File: src/hw/hpi_pkg.sv
package hpi_pkg;
  localparam int             DATA_W        = 8;
  localparam int             ADDR_W        = 8;
  localparam int             NUM_CMD       = 16;
  localparam int             IRQ_W         = 8;
  localparam logic [7:0]     CMD_DEF       = 8'h00;
  localparam logic [7:0]     IRQ_EN_DEF    = 8'h00;
  localparam logic [7:0]     IRQ_STAT_DEF  = 8'h00;
  localparam logic [7:0]     RD_UNMAPPED   = 8'h00;
  // Command registers sit at 0x00 upward, one byte each
  localparam logic [7:0]     CMD_BASE      = 8'h00;
  localparam logic [7:0]     IRQ_EN_ADDR   = 8'h20;
  localparam logic [7:0]     IRQ_STAT_ADDR = 8'h21;
endpackage

File: src/hw/hpi_if.sv
interface hpi_if;
  logic       wr_en;
  logic [7:0] addr;
  logic [7:0] wdata;
  logic [7:0] rdata;
  logic       hit;
  modport port (output wr_en, output addr, output wdata, input rdata, input hit);
  modport regs (input wr_en, input addr, input wdata, output rdata, output hit);
endinterface

File: src/hw/cmd_regs.sv
module cmd_regs #(
  parameter int N = hpi_pkg::NUM_CMD
) (
  input  wire logic           clk_sys,
  input  wire logic           rst,
  hpi_if.regs                 bus,
  output logic [N*8-1:0]      cfg
);

  ////////////////////////////////////////////////////////////////////////////
  for (genvar i = 0; i < N; i++) begin : g_reg
    logic [7:0] q_r;
    logic [7:0] q_nxt;
    always_comb begin
      q_nxt = q_r;
      if (bus.wr_en && bus.addr == 8'(i) + hpi_pkg::CMD_BASE) begin
        q_nxt = bus.wdata;
      end
    end
    always_ff @(posedge clk_sys) begin
      if (rst) begin
        q_r <= hpi_pkg::CMD_DEF;
      end else begin
        q_r <= q_nxt;
      end
    end
    assign cfg[i*8 +: 8] = q_r;
  end

  ////////////////////////////////////////////////////////////////////////////
  // index selects register
  always_comb begin
    bus.rdata = hpi_pkg::RD_UNMAPPED;
    bus.hit   = 1'b0;
    for (int i = 0; i < N; i++) begin
      if (bus.addr == 8'(i) + hpi_pkg::CMD_BASE) begin
        bus.rdata = cfg[i*8 +: 8];
        bus.hit   = 1'b1;
      end
    end
  end
endmodule

File: src/hw/host_register_port.sv
// What this block does
// - Eight-bit index selects the accessed register
// - Data bus driven out only during reads
// - Interrupt high normally, low on enabled event
// - Reading status clears it; interrupt then releases
// - Reset low returns command registers to defaults
// - Undriven reset reads high; hold high normally
// - Write strobe stores data at indexed register
// - Read strobe returns indexed register contents
// - Ready low marks the access as completed
module host_register_port #(
  parameter int NUM_CMD = hpi_pkg::NUM_CMD,
  parameter int IRQ_W   = hpi_pkg::IRQ_W
) (
  input  wire logic                 clk_sys,
  input  wire logic                 srst,
  input  wire logic                 reset_pin_n,
  input  wire logic                 cs_n,
  input  wire logic                 wr_n,
  input  wire logic                 rd_n,
  input  wire logic [7:0]           addr,
  input  wire logic [7:0]           data_in,
  output logic      [7:0]           data_out,
  output logic                      data_oe,
  output logic                      rdy_n,
  output logic                      int_n,
  input  wire logic [IRQ_W-1:0]     irq_event,
  output logic      [NUM_CMD*8-1:0] cfg_out
);

  typedef enum logic {ST_IDLE, ST_ACK} state_e;

  logic             rst;
  logic             req_wr;
  logic             req_rd;
  logic             take;
  logic             done;
  logic [7:0]       rdata;
  state_e           state_r;
  state_e           state_nxt;
  logic             oe_r;
  logic             oe_nxt;
  logic [7:0]       dout_r;
  logic [7:0]       dout_nxt;
  logic [IRQ_W-1:0] en_r;
  logic [IRQ_W-1:0] en_nxt;
  logic [IRQ_W-1:0] stat_r;
  logic [IRQ_W-1:0] stat_nxt;
  logic [IRQ_W-1:0] stat_clr;

  hpi_if bus_if ();

  ////////////////////////////////////////////////////////////////////////////
  // pin reset joins system reset
  // pin must idle high; low means reset
  assign rst = srst | ~reset_pin_n;

  // nothing happens without chip select
  // Both strobes low together is ambiguous, so it is ignored
  assign req_wr = ~cs_n & ~wr_n & rd_n;
  assign req_rd = ~cs_n & ~rd_n & wr_n;
  assign take   = (state_r == ST_IDLE) & (req_wr | req_rd);
  assign done   = cs_n | (wr_n & rd_n);

  assign bus_if.wr_en = take & req_wr;
  assign bus_if.addr  = addr;
  assign bus_if.wdata = data_in;

  cmd_regs #(
    .N       (NUM_CMD)
  ) u_cmd_regs (
    .clk_sys (clk_sys),
    .rst     (rst),
    .bus     (bus_if.regs),
    .cfg     (cfg_out)
  );

  ////////////////////////////////////////////////////////////////////////////
  // read decode by index
  always_comb begin
    rdata = hpi_pkg::RD_UNMAPPED;
    if (addr == hpi_pkg::IRQ_EN_ADDR) begin
      rdata = 8'(en_r);
    end else if (addr == hpi_pkg::IRQ_STAT_ADDR) begin
      rdata = 8'(stat_r);
    end else if (bus_if.hit) begin
      rdata = bus_if.rdata;
    end
  end

  ////////////////////////////////////////////////////////////////////////////
  // Access sequencer: ready stays low until the host drops its strobe
  always_comb begin
    state_nxt = state_r;
    oe_nxt    = oe_r;
    dout_nxt  = dout_r;
    case (state_r)
      ST_IDLE: begin
        if (take) begin
          state_nxt = ST_ACK;
          oe_nxt    = req_rd;
          if (req_rd) begin
            dout_nxt = rdata;
          end
        end
      end
      ST_ACK: begin
        if (done) begin
          state_nxt = ST_IDLE;
          oe_nxt    = 1'b0;
        end
      end
      default: begin
        state_nxt = ST_IDLE;
        oe_nxt    = 1'b0;
      end
    endcase
  end

  always_ff @(posedge clk_sys) begin
    if (rst) begin
      state_r <= ST_IDLE;
      oe_r    <= 1'b0;
      dout_r  <= hpi_pkg::RD_UNMAPPED;
    end else begin
      state_r <= state_nxt;
      oe_r    <= oe_nxt;
      dout_r  <= dout_nxt;
    end
  end

  assign rdy_n    = (state_r != ST_ACK);
  assign data_oe  = oe_r;
  assign data_out = dout_r;

  ////////////////////////////////////////////////////////////////////////////
  // Interrupt enable and sticky status
  // read of status clears captured bits
  assign stat_clr = (take && req_rd && addr == hpi_pkg::IRQ_STAT_ADDR) ? stat_r : '0;

  always_comb begin
    en_nxt = en_r;
    if (bus_if.wr_en && addr == hpi_pkg::IRQ_EN_ADDR) begin
      en_nxt = IRQ_W'(data_in);
    end
    // An event in the clearing cycle survives the clear
    stat_nxt = (stat_r & ~stat_clr) | irq_event;
  end

  always_ff @(posedge clk_sys) begin
    if (rst) begin
      en_r   <= IRQ_W'(hpi_pkg::IRQ_EN_DEF);
      stat_r <= IRQ_W'(hpi_pkg::IRQ_STAT_DEF);
    end else begin
      en_r   <= en_nxt;
      stat_r <= stat_nxt;
    end
  end

  // stays low until host reads status or an enable write masks the set bits
  assign int_n = ~|(stat_r & en_r);
endmodule

File: config.mk
export PLATFORM = sky130hd
export DESIGN_NAME = host_register_port
export DESIGN_NICKNAME = d
export VERILOG_FILES = /design/src/hw/hpi_pkg.sv /design/src/hw/hpi_if.sv /design/src/hw/cmd_regs.sv /design/src/hw/host_register_port.sv
export SDC_FILE = /design/constraint.sdc
export NUM_CORES = 1
export LEC_CHECK = 0
export BUFFER_PORTS_ARGS = -buffer_cell sky130_fd_sc_hd__buf_2
export CAP_MARGIN = 25
export CELL_PAD_IN_SITES_DETAIL_PLACEMENT = 1
export CELL_PAD_IN_SITES_GLOBAL_PLACEMENT = 2
export CORE_MARGIN = 2
export CORE_UTILIZATION = 25
export CTS_CLUSTER_DIAMETER = 150
export DETAILED_ROUTE_END_ITERATION = 8
export GPL_ROUTABILITY_DRIVEN = 0
export GPL_TIMING_DRIVEN = 0
export PLACE_DENSITY_LB_ADDON = 0.1
export SLEW_MARGIN = 20
export SYNTH_ARGS = -nofsm -noshare
export SYNTH_HDL_FRONTEND = slang
export SYNTH_SLANG_ARGS = --single-unit
File: constraint.sdc
create_clock -name clk_sys -period 1.9 [get_ports clk_sys]
set_input_delay 0 -clock clk_sys [delete_from_list [all_inputs] [get_ports clk_sys]]
set_output_delay 0 -clock clk_sys [all_outputs]
set_load 0.005 [all_outputs]
# == Word level (Yosys, flattened, before mapping) ==
# Cells that the tools add are included.
# totals
ff_bits,154
wordCells,125
# op_classes
n_eq_ne,19
mux,42
n_bitwise,19
reduce_logical,24
# op_table
operator,count
8-bit two-way mux,20
8-bit by 4-bit equality test with 1-bit output (second input constant),8
8-bit by 3-bit equality test with 1-bit output (second input constant),4
1-bit two-way mux,20
1-bit logical AND,19
8-bit bitwise AND,2
8-bit by 2-bit equality test with 1-bit output (second input constant),2
8-bit by 6-bit equality test with 1-bit output (second input constant),2
8-bit by 1-bit equality test with 1-bit output (second input constant),1
8-bit logical NOT,1
8-bit inverter,1
8-bit bitwise OR,1
8-bit OR reduction,1
1-bit bitwise AND,7
1-bit inverter,5
1-bit case mux with 2 select lines,2
1-bit bitwise OR,3
3-bit AND reduction,1
2-bit by 1-bit != test with 1-bit output (second input constant),1
2-bit != test (second input constant),1
2-bit AND reduction,1
1-bit logical NOT,1

# == Logic depth before layout (Yosys ltp) ==
# Gate-level depths: netlist of run 1.
# logic_depth
word_depth,20
depth_mapped,9
ltp_nobuf,6

# == Hierarchy ==
# From an unflattened synthesis of run 1, not the netlist that was laid out.
# hier_totals
cells_unflattened,844
area_unflattened_um2,7221.9
# by_module_without_submodules
mod,instances,cells_each,area_each_um2,seq_area_each_um2
cmd_regs,1,720,6054.6,2562.5
host_register_port,1,124,1167.4,520.5

# == Worst setup path after synthesis of run 1 ==
# Ideal clock, no wire load.
# synth_path
path_type,register -> register
from,register state_r
to,register stat_r[0]
t_arrival_ps,1653
required_time_ps,1772
setup_slack_ps,119
path_stages_with_launch,7
n_path_buf,2
synth_period_minus_slack_ps,1781
path_cell_list,dfxtp_1 -> or4b_1 -> clkbuf_1 -> or3_1 -> clkbuf_1 -> a21oi_1 -> nor2_1
# synth_between
elab_chain_cells,8
# synth_lines
item,line_no,source
start: declaration,host_register_port.sv:39,state_e state_r;
start signal: assignment,host_register_port.sv:126,state_r <= state_nxt;
1-bit inverter,n/a,
1-bit bitwise AND,host_register_port.sv:62,assign take = (state_r == ST_IDLE) & (req_wr | req_rd);
1-bit logical AND (2 in series),host_register_port.sv:139,assign stat_clr = (take && req_rd && addr == hpi_pkg::IRQ_STAT_ADDR) ? stat_r : '0;
8-bit two-way mux,host_register_port.sv:139,
8-bit inverter,host_register_port.sv:147,stat_nxt = (stat_r & ~stat_clr) | irq_event;
8-bit bitwise AND,host_register_port.sv:147,
8-bit bitwise OR,host_register_port.sv:147,
end signal: assignment,host_register_port.sv:153,stat_r <= IRQ_W'(hpi_pkg::IRQ_STAT_DEF);
end signal: assignment,host_register_port.sv:156,stat_r <= stat_nxt;
end: declaration,host_register_port.sv:47,logic [IRQ_W-1:0] stat_r;
# Every way passes these cells.
# A chain may end at the register's enable or synchronous reset.

# == Worst setup path in the final report of run 1 ==
# layout_path
from,register u_cmd_regs.g_reg[2].q_r[5]
to,"register dout_r[5], in the netlist data_out[5]"
# layout_between
elab_chain_cells,17
# layout_lines
item,line_no,source
start: declaration,cmd_regs.sv:12,logic [7:0] q_r;
start signal: assignment,cmd_regs.sv:22,q_r <= hpi_pkg::CMD_DEF;
start signal: assignment,cmd_regs.sv:24,q_r <= q_nxt;
8-bit two-way mux (14 in series),cmd_regs.sv:36,if (bus.addr == 8'(i) + hpi_pkg::CMD_BASE) begin
8-bit two-way mux,host_register_port.sv:86,end else if (bus_if.hit) begin
8-bit two-way mux,host_register_port.sv:84,end else if (addr == hpi_pkg::IRQ_STAT_ADDR) begin
8-bit two-way mux,host_register_port.sv:82,if (addr == hpi_pkg::IRQ_EN_ADDR) begin
end signal: assignment,host_register_port.sv:124,dout_r <= hpi_pkg::RD_UNMAPPED;
end signal: assignment,host_register_port.sv:128,dout_r <= dout_nxt;
end: declaration,host_register_port.sv:43,logic [7:0] dout_r;
# Every way passes these cells.

==> results of run 1 <==
==> state kept, by name, indices dropped and copies added (netlist names) <==
register	flops
stat_r	8
state_r	1
data_out	8
en_r	8
u_cmd_regs.g.q_r	128
data_oe	1
==> synthesized netlist by cell type, types with 3 or more instances <==
| library cell | number | share of area, % |
|---|---|---|
| a211oi_1 | 5 | 0.51 |
| a21o_1 | 4 | 0.41 |
| a21oi_1 | 142 | 9.7 |
| a221oi_1 | 3 | 0.36 |
| a22oi_1 | 13 | 1.3 |
| a31oi_1 | 6 | 0.51 |
| a32oi_1 | 5 | 0.60 |
| and3_1 | 4 | 0.34 |
| buf_1 | 3 | 0.15 |
| buf_2 | 21 | 1.4 |
| buf_4 | 4 | 0.41 |
| clkbuf_1 | 50 | 2.6 |
| dfxtp_1 | 154 | 42 |
| inv_1 | 12 | 0.62 |
| mux2_2 | 6 | 0.92 |
| mux2i_1 | 34 | 4.7 |
| mux4_2 | 8 | 2.5 |
| nand2_1 | 188 | 9.6 |
| nand2b_1 | 6 | 0.51 |
| nand3_1 | 83 | 5.7 |
| nor2_1 | 58 | 3.0 |
| nor2b_1 | 4 | 0.34 |
| nor3_1 | 12 | 0.82 |
| nor3_2 | 4 | 0.55 |
| nor3b_1 | 3 | 0.31 |
| o211ai_1 | 6 | 0.62 |
| o21ai_0 | 22 | 1.5 |
| o221ai_1 | 3 | 0.36 |
| o22ai_1 | 5 | 0.43 |
| o2bb2ai_1 | 3 | 0.36 |
==> report_power, final <==
group          switching (mW)  total, mW  internal (mW)  leakage [nW]
registers              0.0107       3.25           3.24          1.24
clock network            1.56       3.94           2.38         0.315
logic                   0.437      0.582          0.145          2.06
==> metal layers <==
| metal | track usage, % | vias to the layer above |
|---|---|---|
| li1 | - | 3668 |
| met1 | 36.8 | 4039 |
| met2 | 40.3 | 218 |
| met3 | 3.31 | 25 |
| met4 | 4.17 | 0 |
| met5 | 0 | - |
==> worst max-delay path, stage by stage, from the launching register on <==
cell and delay, ns:
dfxtp_2 0.35, mux4_2 0.48, mux2_4 0.31, a211oi_4 0.29, o2111ai_2 0.13, nor4b_2 0.18
==> kinds of logic (layout without fill, tap and decap cells) <==
| logic type | after synthesis | count (layout) | synth area share (%) |
|---|---|---|---|
| DFF | 154 | 154 | 42.1 |
| AOI/OAI and AO/OA | 239 | 239 | 19.4 |
| buffers and inverters | 94 | 304 | 5.59 |
| muxes | 48 | 48 | 8.04 |
| and+or+nand+nor | 392 | 392 | 24.8 |
==> final cells by class <==
cell class / instances / share of cell area, %
Multi-Input combinational cell: 679 / 41.2
Tap cell: 384 / 4.96
Timing Repair Buffer: 186 / 11.0
Buffer: 74 / 3.68
Clock inverter: 12 / 2.20
Clock buffer: 18 / 4.54
Inverter: 14 / 0.556
Sequential cell: 154 / 31.9
==> worst paths after layout <==
check	start	end	slack [ns]	cells after the start
worst max-delay path	u_cmd_regs.g_reg[2].q_r[5]	data_out[5]	0.008	5
worst min-delay path	data_in[3]	u_cmd_regs.g_reg[1].q_r[3]	0.07	3
worst max register to register	u_cmd_regs.g_reg[2].q_r[5]	data_out[5]	0.008	5
worst min register to register	u_cmd_regs.g_reg[0].q_r[1]	u_cmd_regs.g_reg[0].q_r[1]	0.47	2
==> through the flow <==
step | hold WS (ns) | std cells | TNS, ns | power (mW) | area (sq um)
after global routing | 0.0937 | 1521 | -0.0462 | 8.00 | 9680
after CTS | 0.0707 | 1516 | 0 | 7.82 | 9540
after floorplan | 0.0831 | 927 | 0 | 3.59 | 7320
final | 0.0732 | 1521 | 0 | 7.77 | 9680
after global placement | 0.207 | 1470 | -97.84 | 3.85 | 8590
after detailed placement | 0.214 | 1470 | -88.69 | 3.85 | 8600
==> repair_timing <==
action / CTS / global route
endpoints found under the hold margin: 11 / 0
resized for setup: 36 / 22
pin swaps: 5 / 4
hold buffers: 11 / 0
buffers inserted: 9 / 7
setup endpoints to repair: 139 / 101
==> flow_metrics.tcl, run 1 <==
set metrics [dict create \
    antenna_found_initial 0 \
    p_leak_nw 3.61 \
    avgViaCountPerCell 5.23 \
    final.setup.worst_slack_ns 0.00768 \
    grt_use_total_pct 25.3 \
    rsz0062_at_grt "yes" \
    setup_viol 0 \
    synthFlopType "dfxtp_1" \
    crit_fanout 3 \
    portBuffers 159 \
    route.met3.wl_um 1600 \
    netlist_area_sq_um 7320 \
    grt_first_pass_wirelength_um 56300 \
    start_util_pct 25.4 \
    tightest_slew_ns 1.13 \
    start_kind "register" \
    tritoncts.num_buffers 17 \
    syn_nets 957 \
    yosysUniqueCellTypes 71 \
    max_freq_ghz 0.528 \
    n_fill_cell 3508 \
    wl_met2_um 17700 \
    core_sq_um 28800 \
    power_per_cell_area_nw_per_um2 803 \
    drive_above_1_share_pct 26.5 \
    slew_headroom_pct 24.3 \
    ys_seq_elements 154 \
    multi_input_area_sq_um 3990 \
    seq_area_sq_um 3090 \
    grt_pass1_vias 8027 \
    ys_seq_area_share_pct 42.1 \
    routed.top_layer "met4" \
    worstSetupPathType "register to register" \
    report.final.slew_viol_count 0 \
    grt-ovfl-total 0 \
    wl_per_cell_um 25.6 \
    final_util_pct 33.6 \
    final_common_cell "nand2_1" \
    hp-class "input pin to register" \
    final-hold-violation-count 0 \
    outcome "complete, no violations" \
    clk_path_buf_depth 2 \
    clk_pin_slew_ns 0.07 \
    fin_nets 1156 \
    worstPathRequired_ns 2.20 \
    irDropWorstVdd_uv 508 \
    period_needed_ns 1.89 \
    synth-edff-count 0 \
    max_cap_viol_count 0 \
    detail_route.first_pass.iterations 5 \
    critPathArrivalTime_ns 2.19 \
    synth_cells 927 \
    antennaDiodeCount 0 \
    ant_nets 0 \
    async_flop_share_pct 0 \
    ctsHtreeMaxLevel 4 \
    areaGrowthSynthToFinish_pct 32.3 \
    io_pins 169 \
    die_h_um 175 \
    finalCritPeriodShare_pct 99.6 \
    hpwl_um 28400 \
    wl_met1_um 19300 \
    dr.first_iter.drc_count 538 \
    dieArea_sq_um 30600 \
    synth.avg_cell_area_sq_um 7.89 \
    die_w_um 175 \
    drc_errors 0 \
    yosysWarnings 0 \
    grt_max_degree 17 \
    clkSinkCount 154 \
    cts-root-buf "clkbuf_16" \
    cts_tree "built" \
    final_cell_mix "nand2_1 (184), buf_2 (182), dfxtp_1 (152), a21oi_1 (141), nand3_1 (82)" \
    cp-end-kind "register" \
    wirelength_um 38900 \
    clk_latency_ns 0.44 \
    vias 7950 \
    num_rows 62 \
    skew_ns 0.00996 \
    post-place-ws_ns -0.912 \
]
Note: power is estimated with default switching activity, not from simulation.
==> run 2: changes to the inputs <==
==> constraint.sdc (replaced) <==
create_clock -name clk_sys -period 1.9 [get_ports clk_sys]
set_input_delay 0.095 -clock clk_sys [delete_from_list [all_inputs] [get_ports clk_sys]]
set_output_delay 0.095 -clock clk_sys [all_outputs]
set_load 0.005 [all_outputs]
==> flow_metrics.tcl, run 2 (synthesized netlist as in run 1, its figures left out) <==
set metrics [dict create \
    grt_first_pass_wirelength_um 56500 \
    antenna_found_initial 0 \
    start_kind "register" \
    vias 7996 \
    skew_ns 0.00933 \
    die_w_um 175 \
    worstSetupPathType "register to register" \
    r2r_start "u_cmd_regs.g_reg[1].q_r[5]" \
    grt_pass1_vias 8050 \
    die_h_um 175 \
    cts-root-buf "clkbuf_16" \
    final_common_cell "nand2_1" \
    report.final.slew_viol_count 0 \
    start_util_pct 25.4 \
    seq_area_sq_um 3090 \
    final_util_pct 33.6 \
    tightest_slew_ns 1.08 \
    hpwl_um 28400 \
    min_from "cs_n" \
    setup_tns_ns 0 \
    max_cap_viol_count 0 \
    areaGrowthSynthToFinish_pct 32.2 \
    drive_above_1_share_pct 26.6 \
    n_fill_cell 3511 \
    rsz0062_at_grt "yes" \
    hp-class "input pin to register" \
    ant_nets 0 \
    setup_viol 0 \
    critPathArrivalTime_ns 2.18 \
    avgViaCountPerCell 5.26 \
    wl_per_cell_um 25.6 \
    p_leak_nw 3.62 \
    cp-end-kind "register" \
    reg2reg_depth 5 \
    ctsHtreeMaxLevel 4 \
    dieArea_sq_um 30600 \
    whs_path_depth 4 \
    final-hold-violation-count 0 \
    grt_max_degree 17 \
    fin_nets 1156 \
    detail_route.first_pass.iterations 5 \
    clk_pin_slew_ns 0.07 \
    io_pins 169 \
    irDropWorstVdd_uv 512 \
    outcome "complete, no violations" \
    crit_fanout 3 \
    cts_tree "built" \
    portBuffers 159 \
    hold_end "data_oe" \
    r2r_slack_ns 0.03 \
    dr.first_iter.drc_count 547 \
    clkSinkCount 154 \
    num_rows 62 \
    period_needed_ns 1.87 \
    r2r_end "data_out[5]" \
    wirelength_um 38900 \
    antennaDiodeCount 0 \
    slew_headroom_pct 28.2 \
    grt_use_total_pct 25.3 \
    finalCritPeriodShare_pct 98.6 \
    grt-ovfl-total 0 \
    clk_latency_ns 0.44 \
    tritoncts.num_buffers 17 \
    regMostFlops "u_cmd_regs.g.q_r" \
    core_sq_um 28800 \
    max_freq_ghz 0.534 \
    final_area_sq_um 9670 \
    worstPathRequired_ns 2.21 \
    final_cell_mix "nand2_1 (185), buf_2 (177), dfxtp_1 (152), a21oi_1 (141), nand3_1 (82)" \
    largest_register_ffs 128 \
    dpl-instance-area_sq_um 8600 \
    power_per_cell_area_nw_per_um2 804 \
    clk_path_buf_depth 2 \
    drc_errors 0 \
    multi_input_area_sq_um 3990 \
    total_power_mw 7.78 \
]
run 2: cell count changes in the layout (fill, tap and decap cells not counted), moves of 2 or more:
cell and change:
clkbuf_2 +4, buf_2 -5, nor2_2 -2, buf_4 +3
run 2: metrics by stage:
| stage | hold WS, ns | worst slack, ns | cells |
|---|---|---|---|
| finish | 0.0478 | 0.0266 | 1521 |
| global route | 0.0767 | -0.0362 | 1521 |
| detailed placement | 0.309 | -1.01 | 1470 |
| CTS | 0.0300 | -0.0833 | 1514 |
| global placement | 0.302 | -1.08 | 1470 |
| floorplan | 0.178 | 0.0671 | 927 |
run 2: how the worst max path moves through the flow:
| stage | start | to | slack (ns) | depth (start not counted) |
|---|---|---|---|---|
| finish | u_cmd_regs.g_reg[1].q_r[5] | data_out[5] | 0.03 | 5 |
| global route | u_cmd_regs.g_reg[2].q_r[5] | data_out[5] | -0.04 | 5 |
| CTS | u_cmd_regs.g_reg[2].q_r[5] | data_out[5] | -0.08 | 5 |
| detailed placement | addr[0] | u_cmd_regs.g_reg[9].q_r[4] | -1.01 | 7 |
| global placement | addr[0] | u_cmd_regs.g_reg[9].q_r[6] | -1.08 | 7 |
| floorplan | addr[7] | data_out[0] | 0.07 | 7 |
run 2: layout make-up:
class / count / area share (%)
Buffer: 75 / 3.83
Tap cell: 384 / 4.97
Sequential cell: 154 / 31.9
Inverter: 14 / 0.556
Clock inverter: 12 / 2.20
Clock buffer: 18 / 4.54
Timing Repair Buffer: 185 / 10.8
Multi-Input combinational cell: 679 / 41.3
run 2: power breakdown:
group	internal [mW]	switching [mW]	total, mW
clock	2.38	1.57	3.95
combinational	0.146	0.437	0.582
sequential	3.24	0.0108	3.25
run 2: routing by layer:
layer | global-route usage, % | wire length (um) | vias up
li1 | - | - | 3668
met1 | 36.9 | 19000 | 4071
met2 | 40.5 | 17800 | 234
met3 | 3.33 | 1780 | 23
met4 | 4.17 | 343 | 0
met5 | 0 | 0 | -
run 2: critical path, cell delays in order, from the launching register on:
cell and delay, ns:
dfxtp_1 0.34, mux4_2 0.48, mux2_4 0.31, a211oi_4 0.29
o2111ai_2 0.13, nor4b_2 0.18
run 2: repair_timing:
action,CTS,global route
gates resized for setup,41,22
hold buffers,10,0
pin swaps,4,5
hold endpoints to repair,9,0
setup endpoints to repair,139,99
buffers inserted,9,7
==> run 3: changes to the inputs <==
REMOVE_ABC_BUFFERS = 1   (was unset)
clock period = 1.55 ns   (was 1.9 ns; I/O delays follow)
==> flow_metrics.tcl, run 3 (synthesized netlist as in run 1, its figures left out) <==
set metrics [dict create \
    dr.first_iter.drc_count 496 \
    worstSetupPathType "register to register" \
    tritoncts.num_buffers 17 \
    final_cell_count_no_fill 1525 \
    failed_checks "setup timing" \
    die_h_um 175 \
    period_needed_ns 1.85 \
    worstPathRequired_ns 1.85 \
    antennaDiodeCount 0 \
    cts-root-buf "clkbuf_16" \
    cp_cell_sequence "mux4_2, mux2_4, a211oi_4, o2111ai_2, nor4b_4" \
    drive_above_1_share_pct 42.0 \
    irDropWorstVdd_uv 575 \
    dpl-instance-area_sq_um 8560 \
    portBuffers 168 \
    regMostFlops "u_cmd_regs.g.q_r" \
    core_sq_um 28800 \
    crit_fanout 2 \
    dieArea_sq_um 30600 \
    outcome "finished with violations" \
    setup_viol 33 \
    r2r_slack_ns -0.30 \
    grt_first_pass_wirelength_um 53400 \
    report.final.slew_viol_count 0 \
    clk_latency_ns 0.45 \
    cp-end-kind "register" \
    tightest_slew_ns 0.726 \
    io_pins 169 \
    slowest_delay_ns 0.50 \
    start_kind "register" \
    final.setup.worst_slack_ns -0.298 \
    drc_errors 0 \
    critPathLaunch "u_cmd_regs.g_reg[3].q_r[5]" \
    num_rows 62 \
    ctsHtreeMaxLevel 4 \
    vias 8019 \
    max_freq_ghz 0.541 \
    setup_tns_ns -2.59 \
    critPathArrivalTime_ns 2.15 \
    slew_headroom_pct 51.6 \
    r2r_start "u_cmd_regs.g_reg[3].q_r[5]" \
    grt-ovfl-total 0 \
    largest_register_ffs 128 \
    min_from "cs_n" \
    final_common_cell "buf_2" \
    post-place-cells 1410 \
    antenna_found_initial 1 \
    final_area_sq_um 10900 \
    final_cell_mix "buf_2 (162), nand2_1 (148), dfxtp_1 (141), a21oi_1 (102), nand3_1 (61)" \
    areaGrowthSynthToFinish_pct 48.9 \
    final_util_pct 37.9 \
    crit_slowest_cell "mux4_2" \
    finalCritPeriodShare_pct 119 \
    grt_use_total_pct 23.6 \
    cts_tree "built" \
    skew_ns 0.0186 \
    p_leak_nw 4.04 \
    die_w_um 175 \
    grt_pass1_vias 7907 \
    avgViaCountPerCell 5.26 \
    post-place-ws_ns -1.48 \
    detail_route.first_pass.iterations 5 \
    grt_max_degree 62 \
    wl_per_cell_um 24.5 \
    clkSinkCount 154 \
    start_util_pct 25.4 \
    hp-class "input pin to register" \
    ant_nets 0 \
    rsz0062_at_grt "yes" \
    wirelength_um 37300 \
    clk_path_buf_depth 2 \
    power_per_cell_area_nw_per_um2 812 \
    max_cap_viol_count 0 \
    final-hold-violation-count 0 \
    hpwl_um 23000 \
    clk_pin_slew_ns 0.07 \
    fin_nets 1158 \
]
==> run 3: cell count changes in the layout (fill, tap and decap cells not counted), moves of 18 or more <==
cell      before  now
nand3_1       82   61
nand2_1      185  148
a21oi_2        1   40
a21oi_1      141  102
buf_6          2   23
buf_4         22   41
clkbuf_1      35    2
nand2_2        3   21
==> run 3: per-layer routing <==
| metal | global-route usage, % | share of wire, % | wire [um] | vias up |
|---|---|---|---|---|
| met2 | 38.6 | 47 | 17700 | 237 |
| met3 | 3.85 | 4.0 | 1480 | 43 |
| met1 | 31.9 | 46 | 17300 | 4058 |
| met5 | 0 | 0 | 0 | - |
| met4 | 7.15 | 2.3 | 847 | 0 |
| li1 | - | - | - | 3681 |
==> run 3: worst max-delay path: cells and delay by family (launching register included) <==
family | cells | cell delay [ns]
AOI/OAI and AO/OA | 2 | 0.42
and+or+nand+nor | 1 | 0.15
DFF | 1 | 0.33
muxes | 2 | 0.81
==> run 3: cell type report <==
type	instances	area [sq um]
inverters	14	57.6
clock inverters	12	90.1
flip-flops and latches	154	3100
multi-input cells	680	4680
well taps	384	480
repair buffers	261	2040
fillers	3357	17900
clock buffers	20	447
==> run 3: through the flow <==
stage	hold slack [ns]	power, mW
after CTS	0.0184	8.84
after global routing	0.0436	9.11
after floorplan	0.161	4.27
after global placement	0.288	4.63
final	0.0204	8.85
after detailed placement	0.290	4.67
==> run 3: report_power, final <==
group	internal [mW]	switching [mW]
combinational	0.278	0.555
clock	2.11	1.92
sequential	3.97	0.0137
==> run 3: final timing paths <==
| check | to | cells past startpoint |
|---|---|---|
| worst max-delay path | data_out[5] | 5 |
| worst min-delay path | data_oe | 4 |
| worst max register to register | data_out[5] | 5 |
| worst min register to register | u_cmd_regs.g_reg[3].q_r[2] | 2 |
==> run 3: what timing repair did <==
action                                 CTS  global route
resized for setup                      124           137
setup endpoints to repair              152           120
pin swaps                               50            70
cloned                                   4             5
hold buffers                            10             0
setup buffers                           48            17
endpoints found under the hold margin    9             0
